File: config.mk
export PLATFORM = sky130hd
export DESIGN_NAME = windowed_watchdog_timer
export DESIGN_NICKNAME = d
export VERILOG_FILES = /design/src/rtl/wdog_pkg.sv /design/src/rtl/wdog_prescaler.sv /design/src/rtl/windowed_watchdog_timer.sv
export VERILOG_INCLUDE_DIRS = /design/src /design/src/rtl
export SDC_FILE = /design/constraint.sdc
export NUM_CORES = 1
export LEC_CHECK = 0
export BUFFER_PORTS_ARGS = -buffer_cell sky130_fd_sc_hd__buf_4
export CAP_MARGIN = 0
export CORE_ASPECT_RATIO = 1.25
export CORE_MARGIN = 2
export CORE_UTILIZATION = 50
export CTS_BUF_LIST = sky130_fd_sc_hd__clkbuf_2
export CTS_CLUSTER_DIAMETER = 120
export CTS_CLUSTER_SIZE = 12
export DETAILED_ROUTE_END_ITERATION = 8
export GPL_ROUTABILITY_DRIVEN = 0
export PLACE_DENSITY = 0.74
export SLEW_MARGIN = 20
export SYNTH_ARGS = -nofsm -noshare
export SYNTH_HDL_FRONTEND = slang
export SYNTH_HIERARCHICAL = 1
export SYNTH_SLANG_ARGS = --single-unit
File: constraint.sdc
create_clock -name clk -period 3.9 [get_ports clk]
set_clock_uncertainty 0.2 [all_clocks]
set_input_delay 0.585 -clock clk [delete_from_list [all_inputs] [get_ports clk]]
set_output_delay 0.585 -clock clk [all_outputs]
set_load 0.02 [all_outputs]
File: src/rtl/wdog_consts.svh
/*
  Constants for the windowed watchdog: counter width, prescaler ratios,
  reset values and nominal timing figures.
  Assumes inclusion by bare name from the package and design files.
*/
`ifndef WDOG_CONSTS_SVH
`define WDOG_CONSTS_SVH

`define WDOG_CNT_W 16
`define WDOG_PRE_W 14
`define WDOG_DIV_LONG 16384
`define WDOG_DIV_SHORT 256
`define WDOG_RELOAD_RST 16'hFFFC
`define WDOG_WINDOW_RST 16'h0000
`define WDOG_CNT_MAX 16'hFFFF
`define WDOG_WU_FREQ_KHZ 500
`define WDOG_SYS_FREQ_MHZ 80
`define WDOG_CLK_FREQ_MHZ 25

`endif

File: src/rtl/wdog_pkg.sv
/*
  Types shared by the watchdog design files.
  Assumes the constants header is on the include path.
*/
`include "wdog_consts.svh"

package wdog_pkg;

  typedef enum logic {
    SRC_SYS,
    SRC_WAKEUP
  } clk_src_t;

  typedef enum logic {
    DIV_LONG,
    DIV_SHORT
  } div_sel_t;

  typedef struct packed {
    logic [`WDOG_CNT_W-1:0] reloadValue;
    logic [`WDOG_CNT_W-1:0] windowBoundary;
    div_sel_t divSel;
    clk_src_t clkSrc;
  } wdog_cfg_t;

  typedef struct packed {
    logic overflow;
    logic early;
  } wdog_cause_t;

endpackage : wdog_pkg

File: src/rtl/wdog_prescaler.sv
/*
  Prescaler for the watchdog counter: divides the selected source tick by
  the long or short ratio and emits a one-cycle tick.
  Assumes srcTick is a one-cycle enable synchronous to clk.
*/
`timescale 1ns/1ps
`include "wdog_consts.svh"

module wdog_prescaler #(
  parameter int PRE_W = `WDOG_PRE_W
) (
  // clock and reset
  input wire logic clk,
  input wire logic rst,
  // control
  input wire logic run,
  input wire logic restart,
  input wire logic srcTick,
  input wire wdog_pkg::div_sel_t divSel,
  // result
  output logic tick
);
  import wdog_pkg::*;

  // the long ratio needs the full width; a narrower count would wrap early
  if ((1 << PRE_W) < `WDOG_DIV_LONG) begin : g_width_check
    $error("prescaler too narrow for the long ratio");
  end

  logic [PRE_W-1:0] count;
  logic [PRE_W-1:0] lastValue;


  assign lastValue = (divSel == DIV_SHORT) ?
    PRE_W'(`WDOG_DIV_SHORT - 1) : PRE_W'(`WDOG_DIV_LONG - 1);
  assign tick = run && srcTick && (count >= lastValue);

  always_ff @(posedge clk) begin
    if (rst || restart || !run) begin
      count <= '0;
    end else if (srcTick) begin
      if (count >= lastValue) begin
        count <= '0;
      end else begin
        count <= count + PRE_W'(1);
      end
    end
  end

endmodule : wdog_prescaler

File: src/rtl/windowed_watchdog_timer.sv
/*
  Windowed watchdog timer: 16-bit up-counter reloaded on service, with an
  early-service window and a held reset request.
  Assumes the instruction strobes, service strobe and wake-up tick are
  single-cycle pulses synchronous to clk; the reset logic acknowledges.
*/
// Functional notes
// After every reset the watchdog counts and is armed at once.
// Disable stops the counter, enable restarts it, accepted any time.
// Software must service the watchdog before the counter overflows.
// An overflow of the unserviced counter raises a reset request.
// A service below the programmable window boundary raises a request.
// The counter is 16 bits wide and counts upward.
// The count clock is system or wake-up tick divided by 16384 or 256.
// The counter is loaded from the software reload value.
// Each valid service reloads the counter from the reload value.
// Default timeout after power-up is about 0.13 s at 500 kHz wake-up.
// At 80 MHz system clock the interval spans 3.2 us to 13.4 s.
// At 500 kHz wake-up clock the interval spans 512 us to 2147.5 s.
// The reset request is registered and held until acknowledged.
// Window and prescaler settings take effect at the next reload.
`timescale 1ns/1ps
`include "wdog_consts.svh"

module windowed_watchdog_timer #(
  parameter int CNT_W = `WDOG_CNT_W
) (
  // clock and reset
  input wire logic clk,
  input wire logic rst,
  // software configuration
  input wire wdog_pkg::wdog_cfg_t cfg,
  // software actions
  input wire logic serviceStrobe,
  input wire logic guard_disable_instruction,
  input wire logic guard_enable_instruction,
  // wake-up oscillator tick
  input wire logic wakeup_osc_clock,
  // reset request to the system reset logic
  input wire logic resetAck,
  output logic resetRequest,
  output wdog_pkg::wdog_cause_t resetCause,
  // status
  output logic running,
  output logic [CNT_W-1:0] count
);
  import wdog_pkg::*;

  if (CNT_W != `WDOG_CNT_W) begin : g_width_check
    $error("counter must be 16 bits");
  end

  logic enabled;
  div_sel_t activeDiv;
  clk_src_t activeSrc;
  logic [CNT_W-1:0] activeWindow;
  logic srcTick;
  logic countTick;
  logic reload;
  logic early;
  logic overflow;


  always_ff @(posedge clk) begin
    if (rst) begin
      enabled <= 1'b1;
    end else if (guard_enable_instruction) begin
      enabled <= 1'b1;
    end else if (guard_disable_instruction) begin
      enabled <= 1'b0;
    end
  end
  assign running = enabled;

  // a service while below the boundary is early; R3 binds software
  assign early = enabled && serviceStrobe && (count < activeWindow);
  assign reload = serviceStrobe && !early;

  // source from the system clock itself or the wake-up tick
  assign srcTick = (activeSrc == SRC_SYS) ? 1'b1 : wakeup_osc_clock;

  wdog_prescaler #(
    .PRE_W(`WDOG_PRE_W)
  ) prescaler (
    .clk(clk),
    .rst(rst),
    .run(enabled),
    .restart(reload),
    .srcTick(srcTick),
    .divSel(activeDiv),
    .tick(countTick)
  );

  assign overflow = countTick && (count == `WDOG_CNT_MAX);

  // span is the 16-bit range times the chosen ratio
  always_ff @(posedge clk) begin
    if (rst) begin
      count <= `WDOG_RELOAD_RST;
    end else if (reload || overflow) begin
      count <= cfg.reloadValue;
    end else if (countTick) begin
      count <= count + CNT_W'(1);
    end
  end

  // settings latched only at a reload; R10 default long divide
  always_ff @(posedge clk) begin
    if (rst) begin
      activeDiv <= DIV_LONG;
      activeSrc <= SRC_WAKEUP;
      activeWindow <= `WDOG_WINDOW_RST;
    end else if (reload || overflow) begin
      activeDiv <= cfg.divSel;
      activeSrc <= cfg.clkSrc;
      activeWindow <= cfg.windowBoundary;
    end
  end

  // set wins over acknowledge
  always_ff @(posedge clk) begin
    if (rst) begin
      resetRequest <= 1'b0;
      resetCause <= '0;
    end else if (overflow || early) begin
      resetRequest <= 1'b1;
      resetCause.overflow <= resetCause.overflow | overflow;
      resetCause.early <= resetCause.early | early;
    end else if (resetAck) begin
      resetRequest <= 1'b0;
      resetCause <= '0;
    end
  end

endmodule : windowed_watchdog_timer

After elaboration in Yosys (flattened, before gate mapping)
Cells that the tools add are included.
{"block": "word_totals", "ff_bits": 52, "inputBits": 41, "word_cells": 40}
{"block": "classes", "n_addsub": 2, "n_lt_le_gt_ge": 2, "eq_ne": 1, "muxes": 9, "n_bitwise": 2, "reduce_logical": 15}
{"operator": "two-way mux 16 bit", "n": 2}
{"operator": "two-way mux 14 bit", "n": 2}
{"operator": "adder 16 x 1 -> 16 bit (second input constant)", "n": 1}
{"operator": "equality test 16 bit (second input constant)", "n": 1}
{"operator": "less-than comparator 16 bit", "n": 1}
{"operator": "adder 14 x 1 -> 14 bit (second input constant)", "n": 1}
{"operator": ">= comparator 14 bit", "n": 1}
{"operator": "logical AND 1 bit", "n": 6}
{"operator": "logical OR 1 bit", "n": 4}
{"operator": "two-way mux 2 bit", "n": 2}
{"operator": "nonzero test 2 bit", "n": 2}
{"operator": "two-way mux 1 bit", "n": 3}
{"operator": "logical NOT 1 bit", "n": 2}
{"operator": "bitwise OR 1 bit", "n": 2}
{"operator": "OR reduction 2 bit", "n": 1}

Depth between registers and ports, before layout
Gate-level depths: netlist (run 1).
{"block": "logic_depth", "depth_word": 6, "depth_mapped": 14}

Hierarchy
The synthesis (run 1) kept the hierarchy.
{"mod": "windowed_watchdog_timer", "instances": 1, "cells_each": 259, "area_per_inst_um2": 2133.3, "seq_area_each_um2": 760.7}
{"mod": "wdog_prescaler", "instances": 1, "cells_each": 95, "area_per_inst_um2": 863.3, "seq_area_each_um2": 280.3}

Worst setup path before layout (run 1)
No wires, ideal clock.
{"block": "synth_path", "path_type": "register to register", "start": "reg activeDiv", "end": "reg, netlist name count[11]", "setup_time_ns": 0.120, "arrival_time_ns": 3.031, "setup_slack_ns": 0.549, "path_stages_with_launch": 13, "n_path_buf": 1, "path_cell_list": "dfxtp_1 > ha_1 > and4_1 > nand4_1 > a31oi_2 > and2_1 > and4_1 > clkbuf_1 > nor4b_1 > nand2_1 > xnor2_1 > or4_1 > o31a_1"}
{"element": "from (decl)", "line_no": "windowed_watchdog_timer.sv:54", "text": "div_sel_t activeDiv;"}
{"element": "from (signal assigned)", "line_no": "windowed_watchdog_timer.sv:114", "text": "activeDiv <= cfg.divSel;"}

==> qor.yml, run 1 <==
status: "completed"
grt_pass1_wl_um: 11700
overflow: 0
numPortBuffers: 60
path_cells: "ha_1, and4_1, nand4_1, a31oi_2, and2_1, and4_1, nor4b_1, buf_4, nand2_1, xnor2_1, or4_1, o31a_1"
antenna_cells: 0
rsz0062_at_grt: "false"
cp_data_arrival_time_ns: 3.60
end_kind: "flip-flop"
synth_nets: 418
grt_pass1_vias: 2636
startpoint_type: "flip-flop"
critPathMostFrequentCell: "and4_1"
synth_fa_ha_area_share_pct: 9.60
crit_fanout: 7
synth_cells: 354
coreArea_um2: 5780
synth-seq-area-share_pct: 34.7
synthArstFlopShare_pct: 0
layout-drive-gt1-share_pct: 20.9
tightest_slew_ns: 0.927
pre_cts_ws_ns: 0.495
critPathBufInv: 1
synth_edf_count: 0
synth_top_cell_area_share_pct: 34.7
drt_iter0_markers: 103
hold_start: "guard_disable_instruction"
timing.final.crit_share_pct: 87.4
via_count: 2675
fill_cells: 537
slowest_stage: "dfxtp_1"
power.leakage_uw: 0.00146
slowest_delay_ns: 0.43
setup_slack_ns: 0.491
synth_top_family_by_area: "simple AND/OR/NAND/NOR gates"
synthMuxAreaShare_pct: 4.01
vdd_drop_max_uv: 196
synth_area_leaders: "dfxtp_1, ha_1, a21oi_1"
cp-startpoint: "activeDiv"
synth_seq_cells: 52
avgSynthCellArea_um2: 8.47
dieWidth_um: 73.2
mostFrequentLayoutCell: "buf_4"
setup_viol_count_final: 0
p_per_area_nw_per_um2: 293
hold_viol_final: 0
initial_utilization_pct: 51.9
cts_buffers: 5
hold_slack_ns: 0.0688
syn2layout_area_growth_pct: 17.0
drc: 0
yosysWarnings: 6
finalInstanceArea_um2: 3510
cts_buffer_depth: 2
avgRoutedWirePerCell_um: 14.4
multi_input_area_um2: 1760
synth-compound-area-share_pct: 15.7
clock_latency_ns: 0.45
antenna_found_initial: 0
htree_levels: 2
final_cell_mix: "buf_4, dfxtp_1, a21oi_1, nor2_1, nand3_1"
final_antenna_net_count: 0
seqCellArea_um2: 1040
dr.pass1.iters: 4
maxSlewViolCount: 0
vias_per_cell: 5.66
yosys.area_share.simple_pct: 22.7
die_height_um: 90.6
path_class: "flip-flop to flip-flop"
fp-row-count: 31
num-nets-final: 470
grt_max_degree: 55
rr_startpoint: "activeDiv"
fin_crit_ns: 3.41
total_power_uw: 1030
clockRootBuffer: "clkbuf_2"
die-area_um2: 6630
synthXorXnorAreaFrac_pct: 6.72
cts_tree: "built"
crit_family: "simple AND/OR/NAND/NOR gates"
postRouteWirelength_um: 6830
required_ns: 4.09
min_path_type: "primary input to flip-flop"
io_pins: 61
synth_area_um2: 3000
cts_hold_buf: 0
clkTransAtPathRegs_ns: 0.27
max_freq_mhz: 293
relSlewSlack_pct: 38.2
yosysUniqueCellTypes: 50
place_area_um2: 3460
maxCapViolCount: 0
dp_hpwl_um: 5150
cts.sinks: 52
gr-usage-all-layers_pct: 21.9
setup_tns_ns: 0
cts_setup_buffers: 0
synth_top_area_cell: "dfxtp_1"
synthFlopType: "dfxtp_1"
cts_resized: 0
metrics by stage:
step | std cells | utilization [%]
after floorplan | 354 | -
after global placement | 465 | 59.9
after detailed placement | 465 | 59.9
after CTS | 473 | 60.7
after global routing | 473 | 60.7
final | 473 | 60.7
worst paths after layout:
| path | to | slack, ns | depth (start not counted) |
|---|---|---|---|
| min | running | 0.07 | 2 |
| max | count[11] | 0.49 | 12 |
| max reg2reg | count[11] | 0.49 | 12 |
| min reg2reg | activeWindow[8] | 0.28 | 2 |
flip-flops by register name (all words and copies together), names as in the netlist:
name and cells:
activeDiv 1, activeSrc 1, activeWindow 16, count 16
prescaler/count 14, resetCause 2, resetRequest 1, running 1
Yosys cell counts, drive strengths merged, types with 4 or more instances:
library cell,count
nand4,9
a21oi,28
or4,4
a21o,4
nor2,28
and3,6
buf,7
ha,23
inv,20
nor3,12
nand2,20
o31a,4
o21ai,22
xnor2,12
mux2i,12
a211oi,4
nand3,26
clkbuf,15
dfxtp,52
and4,8
xor2,11
per-layer routing:
layer,share of wire (%),vias up,track usage [%]
met3,3.2,7,4.13
met5,0,-,0
li1,-,1370,-
met4,1.2,0,6.02
met2,52,37,38.7
met1,43,1261,26.2
where the power goes:
part	switching (uW)	leakage (uW)	internal, uW
Clock	177	0.0000327	43.6
Combinational	111	0.00100	103
Sequential	31.4	0.000426	561
Total	319	0.00146	708
cell type report:
class | count | share of cell area [%]
Clock inverter | 3 | 0.535
Tap cell | 66 | 2.36
Inverter | 20 | 2.14
Sequential cell | 52 | 29.7
Clock buffer | 5 | 0.714
Multi-Input combinational cell | 260 | 50.2
Timing Repair Buffer | 67 | 14.3
kinds of logic (layout without fill, tap and decap cells):
kind of cell / after synthesis / in the layout
buf+inv: 42 / 95
flops: 52 / 52
simple gates: 127 / 127
mux: 12 / 12
compound gates: 75 / 75
xor+xnor: 23 / 23
fa+ha+maj: 23 / 23
worst reg2reg max path: stages, from the launching register on:
cell and delay [ns]:
dfxtp_1 0.43, ha_1 0.37, and4_1 0.21, nand4_1 0.14, a31oi_2 0.24, and2_1 0.29, and4_1 0.35, nor4b_1 0.26
buf_4 0.18, nand2_1 0.06, xnor2_1 0.13, or4_1 0.40, o31a_1 0.11
No activity file was read; power rests on OpenSTA's default activity.
==> inputs of run 2 (changes only) <==
- CORE_UTILIZATION: 50 -> 45
- PLACE_DENSITY: 0.74 -> 0.67
==> run 2 against run 1 <==
  * Worst setup slack got worse by 0.15 ns
  * Global-route usage decreased by 2.6 points
  * Routed wire length increased by 1.4%
  * Final cell count increased by 4.7%
  * Clock power increased by 88%
  * Register-to-register slack got worse by 0.15 ns
  * Power increased by 19%
  * Largest cell class unchanged
==> qor.yml, run 2 (synthesis gave the netlist of run 1 again) <==
grt_pass1_wl_um: 11500  # was 11700 um
maxCapViolCount: 0  # unchanged
vdd_drop_max_uv: 155  # was 196 uV
cp_data_arrival_time_ns: 3.72  # was 3.60 ns
numPortBuffers: 60  # unchanged
cts_buffer_depth: 2  # unchanged
timing.final.crit_share_pct: 91.2  # was 87.4%
drt_iter0_markers: 113  # was 103
grt_pass1_vias: 2478  # was 2636
power.leakage_uw: 0.00149  # was 0.00146 uW
vias_per_cell: 5.47  # was 5.66
grt_max_degree: 55  # unchanged
final_antenna_net_count: 0  # unchanged
coreArea_um2: 6520  # was 5780 um^2
finalInstanceArea_um2: 3610  # was 3510 um^2
min_path_type: "primary input to flip-flop"  # unchanged
io_pins: 61  # unchanged
antenna_found_initial: 0  # unchanged
cts_buffers: 5  # unchanged
avgRoutedWirePerCell_um: 14.0  # was 14.4 um
instances_no_fill: 495  # was 473
via_count: 2707  # was 2675
required_ns: 4.06  # was 4.09 ns
num-nets-final: 471  # was 470
fp-row-count: 33  # was 31
mostFrequentLayoutCell: "buf_4"  # unchanged
clkTransAtPathRegs_ns: 0.26  # was 0.27 ns
dr.pass1.iters: 4  # unchanged
cts_tree: "built"  # unchanged
final_cell_mix: "buf_4, dfxtp_1, a21oi_1, nor2_1, nand3_1"  # unchanged
path_class: "flip-flop to flip-flop"  # unchanged
maxSlewViolCount: 0  # unchanged
drc: 0  # unchanged
hold_viol_final: 0  # unchanged
end_kind: "flip-flop"  # unchanged
dieWidth_um: 77.0  # was 73.2 um
crit_fanout: 7  # unchanged
relSlewSlack_pct: 32.8  # was 38.2%
cts_resized: 0  # unchanged
p_per_area_nw_per_um2: 338  # was 293 nW/um^2
overflow: 0  # unchanged
cts.sinks: 52  # unchanged
cts_hold_buf: 0  # unchanged
clockRootBuffer: "clkbuf_2"  # unchanged
antenna_cells: 0  # unchanged
tightest_slew_ns: 1.01  # was 0.927 ns
initial_utilization_pct: 45.9  # was 51.9%
cts_setup_buffers: 0  # unchanged
fin_crit_ns: 3.56  # was 3.41 ns
htree_levels: 2  # unchanged
die_height_um: 95.2  # was 90.6 um
setup_viol_count_final: 0  # unchanged
startpoint_type: "flip-flop"  # unchanged
dp_cells: 487  # was 465
postRouteWirelength_um: 6930  # was 6830 um
reg_top3: "activeWindow (16), count (16), prescaler/count (14)"  # unchanged
status: "completed"  # unchanged
clock_latency_ns: 0.43  # was 0.45 ns
setup_tns_ns: 0  # unchanged
rsz0062_at_grt: "false"  # unchanged
die-area_um2: 7330  # was 6630 um^2
layout-drive-gt1-share_pct: 21.1  # was 20.9%
gr-usage-all-layers_pct: 19.3  # was 21.9%
hold_slack_ns: 0.102  # was 0.0688 ns
place_area_um2: 3500  # was 3460 um^2
max_freq_mhz: 281  # was 293 MHz
dp_hpwl_um: 5140  # was 5150 um
syn2layout_area_growth_pct: 20.5  # was 17.0%
-- run 2: changes by cell type in the layout (fill, tap and decap cells not counted) --
cell | previous run | this run
bufinv_16 | 0 | 3
clkinv_2 | 2 | 0
buf_4 | 67 | 68
clkinv_4 | 1 | 0
-- run 2: metrics by stage --
step                      util, %  setup slack, ns  total power, uW
after detailed placement     53.6            0.356              817
after global placement       53.6            0.427              814
final                        55.4            0.343             1220
after floorplan                 -            0.549              731
after global routing         55.4           0.0738             1280
after CTS                    55.4            0.319             1230
-- run 2: worst paths after layout --
path | to | startpoint | cells after the start | slack, ns
worst max-delay path | count[15] | activeDiv | 11 | 0.34
worst min-delay path | running | guard_disable_instruction | 2 | 0.10
worst max register to register | count[15] | activeDiv | 11 | 0.34
worst min register to register | resetCause[0] | resetCause[0] | 2 | 0.28
-- run 2: critical path: stages, from the launching register on --
cell and delay (ns):
dfxtp_1 0.44, ha_1 0.35, and4_1 0.21, nand4_1 0.13
a31oi_2 0.22, and2_1 0.28, and4_1 0.33, nor4b_1 0.55
nand2_1 0.14, xnor2_1 0.14, or4_1 0.39, o31a_1 0.11
-- run 2: routing by layer --
metal  up-vias  GRT usage (%)  share of wire [%]
met2        53           35.5                 51
met4         0           5.80                1.7
met1      1276           22.8                 44
met5         -              0                  0
li1       1369              -                  -
met3         9           3.88                4.1
-- run 2: area by class of cell --
type,count,area (um^2)
Sequential cell,52,1040
Timing Repair Buffer,68,510
Clock inverter,3,90.1
Clock buffer,5,25.0
Multi-Input combinational cell,260,1760
Tap cell,87,109
Inverter,20,75.1
Fill cell,637,2910
-- run 2: power breakdown --
| group | internal, uW | switching [uW] |
|---|---|---|
| combinational | 104 | 113 |
| clock | 236 | 177 |
| sequential | 561 | 28.6 |
